`src/core/pcd_pkg.sv`:
```
package pcd_pkg;
  localparam logic [15:0] PCD_ADDR_PORT  = 16'h0CF8;
  localparam logic [15:0] PCD_DATA_PORT  = 16'h0CFC;
  localparam int          PCD_EN_BIT     = 31;
  localparam int          PCD_BUS_LSB    = 16;
  localparam int          PCD_DEV_LSB    = 11;
  localparam int          PCD_FUNC_LSB   = 8;
  localparam int          PCD_REG_LSB    = 2;
  localparam logic [31:0] PCD_ADDR_WMASK = 32'h80FF_FFFC;
  localparam logic [31:0] PCD_ADDR_RST   = 32'h0000_0000;
  localparam logic [3:0]  PCD_BE_DWORD   = 4'hF;

  typedef struct packed {
    logic [15:0] addr;
    logic [3:0]  be;
    logic        wr;
    logic [31:0] wdata;
  } pcd_io_req_t;

  typedef struct packed {
    logic [7:0] bus;
    logic [4:0] dev;
    logic [2:0] func;
    logic [5:0] regnum;
    logic [3:0] be;
    logic       wr;
    logic [31:0] wdata;
  } pcd_cfg_req_t;
endpackage

```
`src/core/pcd_decoder.sv`:
```
`timescale 1ns/1ns
module pcd_decoder
  import pcd_pkg::*;
(
  input  wire logic                  clk,           // 20 MHz clock
  input  wire logic                  rst,           // Async reset, active high
  input  wire logic                  io_valid,      // Host I/O request strobe
  input  wire pcd_pkg::pcd_io_req_t  io_req,        // Host I/O request
  input  wire logic                  cfg_done,      // Config cycle finished
  input  wire logic [31:0]           cfg_rdata,     // Config read data
  output logic                       io_ack,        // Claimed access answered
  output logic [31:0]                io_rdata,      // Read data for claimed access
  output logic                       fwd_valid,     // Forwarded I/O cycle strobe
  output pcd_pkg::pcd_io_req_t       fwd_req,       // Forwarded I/O cycle, unchanged
  output logic                       cfg_valid,     // Config cycle request
  output pcd_pkg::pcd_cfg_req_t      cfg_req,       // Config cycle target
  output logic [31:0]                cfg_addr_out   // Current address port value
);
  import pcd_pkg::*;

  typedef enum logic [1:0] {PCD_IDLE, PCD_CFG} pcd_state_t;

  pcd_state_t           state_reg, state_next;
  logic [31:0]          addr_reg, addr_next;
  logic                 ack_reg, ack_next;
  logic [31:0]          rdata_reg, rdata_next;
  logic                 fwd_reg, fwd_next;
  pcd_io_req_t          fwdq_reg, fwdq_next;
  logic                 cfgv_reg, cfgv_next;
  pcd_cfg_req_t         cfgq_reg, cfgq_next;

  logic hit_addr, hit_data, dword, claim_addr, claim_data;

  always_comb begin
    hit_addr   = io_req.addr[15:2] == PCD_ADDR_PORT[15:2];
    hit_data   = io_req.addr[15:2] == PCD_DATA_PORT[15:2];
    dword      = io_req.be == PCD_BE_DWORD;
    claim_addr = hit_addr && dword;
    claim_data = hit_data && dword && addr_reg[PCD_EN_BIT];
  end

  always_comb begin
    state_next = state_reg;
    addr_next  = addr_reg;
    ack_next   = 1'b0;
    rdata_next = rdata_reg;
    fwd_next   = 1'b0;
    fwdq_next  = fwdq_reg;
    cfgv_next  = 1'b0;
    cfgq_next  = cfgq_reg;
    unique case (state_reg)
      PCD_IDLE: begin
        if (io_valid) begin
          if (claim_addr) begin
            ack_next = 1'b1;
            if (io_req.wr) begin
              addr_next = io_req.wdata & PCD_ADDR_WMASK;
            end else begin
              rdata_next = addr_reg;
            end
          end else if (claim_data) begin
            cfgv_next       = 1'b1;
            cfgq_next.bus    = addr_reg[PCD_BUS_LSB +: 8];
            cfgq_next.dev    = addr_reg[PCD_DEV_LSB +: 5];
            cfgq_next.func   = addr_reg[PCD_FUNC_LSB +: 3];
            cfgq_next.regnum = addr_reg[PCD_REG_LSB +: 6];
            cfgq_next.be     = io_req.be;
            cfgq_next.wr     = io_req.wr;
            cfgq_next.wdata  = io_req.wdata;
            state_next       = PCD_CFG;
          end else begin
            fwd_next  = 1'b1;
            fwdq_next = io_req;
          end
        end
      end
      PCD_CFG: begin
        if (cfg_done) begin
          ack_next   = 1'b1;
          rdata_next = cfgq_reg.wr ? 32'h0000_0000 : cfg_rdata;
          state_next = PCD_IDLE;
        end
      end
      default: state_next = PCD_IDLE;
    endcase
  end

  always_ff @(posedge clk or posedge rst) begin
    if (rst) begin
      state_reg <= PCD_IDLE;
      addr_reg  <= PCD_ADDR_RST;
      ack_reg   <= 1'b0;
      rdata_reg <= 32'h0000_0000;
      fwd_reg   <= 1'b0;
      fwdq_reg  <= '0;
      cfgv_reg  <= 1'b0;
      cfgq_reg  <= '0;
    end else begin
      state_reg <= state_next;
      addr_reg  <= addr_next;
      ack_reg   <= ack_next;
      rdata_reg <= rdata_next;
      fwd_reg   <= fwd_next;
      fwdq_reg  <= fwdq_next;
      cfgv_reg  <= cfgv_next;
      cfgq_reg  <= cfgq_next;
    end
  end

  assign io_ack       = ack_reg;
  assign io_rdata     = rdata_reg;
  assign fwd_valid    = fwd_reg;
  assign fwd_req      = fwdq_reg;
  assign cfg_valid    = cfgv_reg;
  assign cfg_req      = cfgq_reg;
  assign cfg_addr_out = addr_reg;
endmodule

```
`config.mk`:
```
export PLATFORM = sky130hd
export DESIGN_NAME = pcd_decoder
export DESIGN_NICKNAME = d
export VERILOG_FILES = /design/src/core/pcd_pkg.sv /design/src/core/pcd_decoder.sv
export SDC_FILE = /design/constraint.sdc
export NUM_CORES = 1
export LEC_CHECK = 0
export BUFFER_PORTS_ARGS = -buffer_cell sky130_fd_sc_hd__buf_2
export CAP_MARGIN = 25
export CORE_MARGIN = 3
export CORE_UTILIZATION = 40
export DETAILED_ROUTE_END_ITERATION = 16
export PLACE_DENSITY = 0.68
export SLEW_MARGIN = 20
export SYNTH_ARGS = -nofsm -noshare
export SYNTH_HDL_FRONTEND = slang
export SYNTH_SLANG_ARGS = --single-unit
```
`constraint.sdc`:
```
create_clock -name clk -period 6.1 [get_ports clk]
set_input_delay 0.305 -clock clk [delete_from_list [all_inputs] [get_ports clk]]
set_output_delay 0.305 -clock clk [all_outputs]
set_load 0.01 [all_outputs]
```
==> impl_metrics.toml <==
[run_status]
status = "finished clean"

[die]
io_pins = 268
core-area_mm2 = 0.0167
die_area_mm2 = 0.0188
rows = 47
die_w_um = 137
initial_utilization_pct = 41.1
fp.dieH_um = 137

[critical_path]
critical_path.top_delay_family = "simple AND/OR/NAND/NOR gates"
worst_ep_arrival_time_ns = 3.24
cpMaxStageDelayCell = "o41ai_4"
worst_ep_required_time_ns = 6.39
crit_chain = "buf_2, or4b_1, or4_1, o41ai_4, buf_4, mux2_2"
critPathBufInv = 2
critPathLaunchType = "input pin"
crit_type = "in2reg"
worst_path_largest_cell_delay_ns = 0.94
worst_setup_path_end_kind = "flop"
crit_fanout = 13

[placement]
post-dp-hpwl_um = 12100
routabilityCongestion = 0.748
io_buffers = 258
dpl_cell_area_mm2 = 0.00828

[synthesis]
seq_area_frac_synth_pct = 62.4
synth_cell_types = 31
synthFlopType = "dfrtp_1"
synthArstFlopShare_pct = 100
ys_warn_count = 0
synthTopCellsByArea = "dfrtp_1 62%, mux2_2 22%, mux2_4 4.4%, a22o_1 2.8%, nand2_1 1.1%"
synth-edff-count = 0
yosys.area.top_type = "dfrtp_1"
avgSynthCellArea_um2 = 15.4
synthCells = 444
synth-seq-cells = 171
mappedNetlistArea_mm2 = 0.00686
synth_top_area_share_pct = 62.4

[power_and_ir_drop]
combinationalPowerShare_pct = 7.7
power_density_mw_per_mm2 = 280
p_int_mw = 1.93
switching_share_pct = 22.7
peakVddDrop_v = 0.000188
power_mw = 2.49
power.leakage_nw = 4.83
p_switching_mw = 0.567
p_clk_share_pct = 44.1
seqPwrFrac_pct = 48.2

[drt]
ant_nets = 0
first_iter_violations = 164
wl_per_cell_um = 18.0
drc_errors = 0
drt_wl_total_um = 16800
drt_first_pass_iters = 4
via_per_inst = 4.95
vias = 4623

[cells_and_area]
antenna_cells = 0
layout_commonest_cell = "buf_2"
area_delta_synth_final_pct = 29.7
fin_nets = 789
final_cell_mix = "258 x buf_2, 171 x dfrtp_1, 132 x mux2_2"
largest_reg_flops = 59
fin_util_pct = 53.2
fin_area_mm2 = 0.00889
drive_above_1_share_pct = 64.4

[clock_tree]
cts_sinks = 171
cts_buffers = 17
ctsLongestPathBuffers = 2
h-tree-depth = 4
cts-root-buf = "clkbuf_16"
post-cts-setup-buffers = 0
cts_resized = 0
cts_tree = "done"
cts.reportedPaths.clkPinSlew_ns = 0.06
clk_latency_ns = 0.41
hold_buffers = 0

[timing]
worst_pin_slew_ns = 0.960
fmaxAchievable_mhz = 340
drv_slew = 0
min_period_ns = 2.95
rsz0062_at_grt = "no"
clock_skew_ns = 0.00837
period_share_pct = 48.3
setup_viol = 0
hold_violations = 0
tns_ns = 0
slew_headroom_pct = 35.7
hold_ws_ns = 0.0722

[min_path]
hold_class = "in2async"

[grt]
grt_antenna_before_repair = 0
grt_remaining_overflow = 0
grt_pass1_vias = 4817
grt_max_degree = 101
grtUsageTotal_pct = 17.6
grt_pass1_wl_um = 25600

[flow_run]
maxCapViolCount = 0
==> Yosys cell counts, types with 2 or more instances <==
library cell,count
dfrtp_1,171
mux2_2,132
a22o_1,22
nand2_1,21
mux2_4,20
buf_2,13
o22ai_1,10
buf_4,9
clkbuf_1,8
inv_1,5
or2_2,5
nor2b_1,4
o21ai_0,3
buf_12,2
buf_6,2
nand4_1,2
==> cells by family after synthesis <==
group | share of synthesized area, %
other cells | 0.0547
buf+inv | 3.61
simple gates | 3.23
mux | 26.1
flops | 62.4
compound gates | 4.65
==> cell type report <==
class | count | area [um^2]
Multi-Input combinational cell | 241 | 2370
Clock inverter | 13 | 165
Clock buffer | 19 | 443
Inverter | 5 | 23.8
Sequential cell | 171 | 4280
Timing Repair Buffer | 264 | 1340
Fill cell | 1480 | 7810
Tap cell | 220 | 275
==> path summary, 6_finish.rpt <==
path / endpoint / cells after the start / from / slack, ns
worst max-delay path: io_rdata[19]$_DFFE_PP0P_ / 6 / io_req[45] / 3.15
worst min-delay path: fwd_req[18]$_DFFE_PP0P_ / 2 / rst / 0.07
worst max register to register: io_rdata[19]$_DFFE_PP0P_ / 5 / state_reg[0]$_DFFE_PP0P_ / 3.47
worst min register to register: cfg_req[33]$_DFFE_PP0P_ / 1 / cfg_req[33]$_DFFE_PP0P_ / 0.47
max in group asynchronous: cfg_addr_out[22]$_DFFE_PP0P_ / 3 / rst / 4.54
min in group clk: state_reg[0]$_DFFE_PP0P_ / 2 / cfg_done / 0.10
==> metrics by stage <==
step | worst slack (ns) | cells
floorplan | 1.16 | 452
global placement | 2.74 | 901
detailed placement | 2.67 | 901
CTS | 3.13 | 933
global route | 3.08 | 933
finish | 3.15 | 933
==> power by group through the flow <==
stage | sequential [mW] | combinational (mW) | clock (mW)
after floorplan | 1.24 | 0.0764 | 0
after global placement | 1.22 | 0.192 | 0
after detailed placement | 1.22 | 0.197 | 0
after CTS | 1.20 | 0.197 | 1.14
after global routing | 1.21 | 0.212 | 1.19
final | 1.20 | 0.193 | 1.10
==> layer usage <==
metal	GRT usage (%)	vias up	wire length (um)
li1	-	2087	-
met1	21.6	2342	6860
met2	28.8	175	8300
met3	6.21	19	1290
met4	6.10	0	318
met5	0	-	0
(Power assumes the default switching activity.)
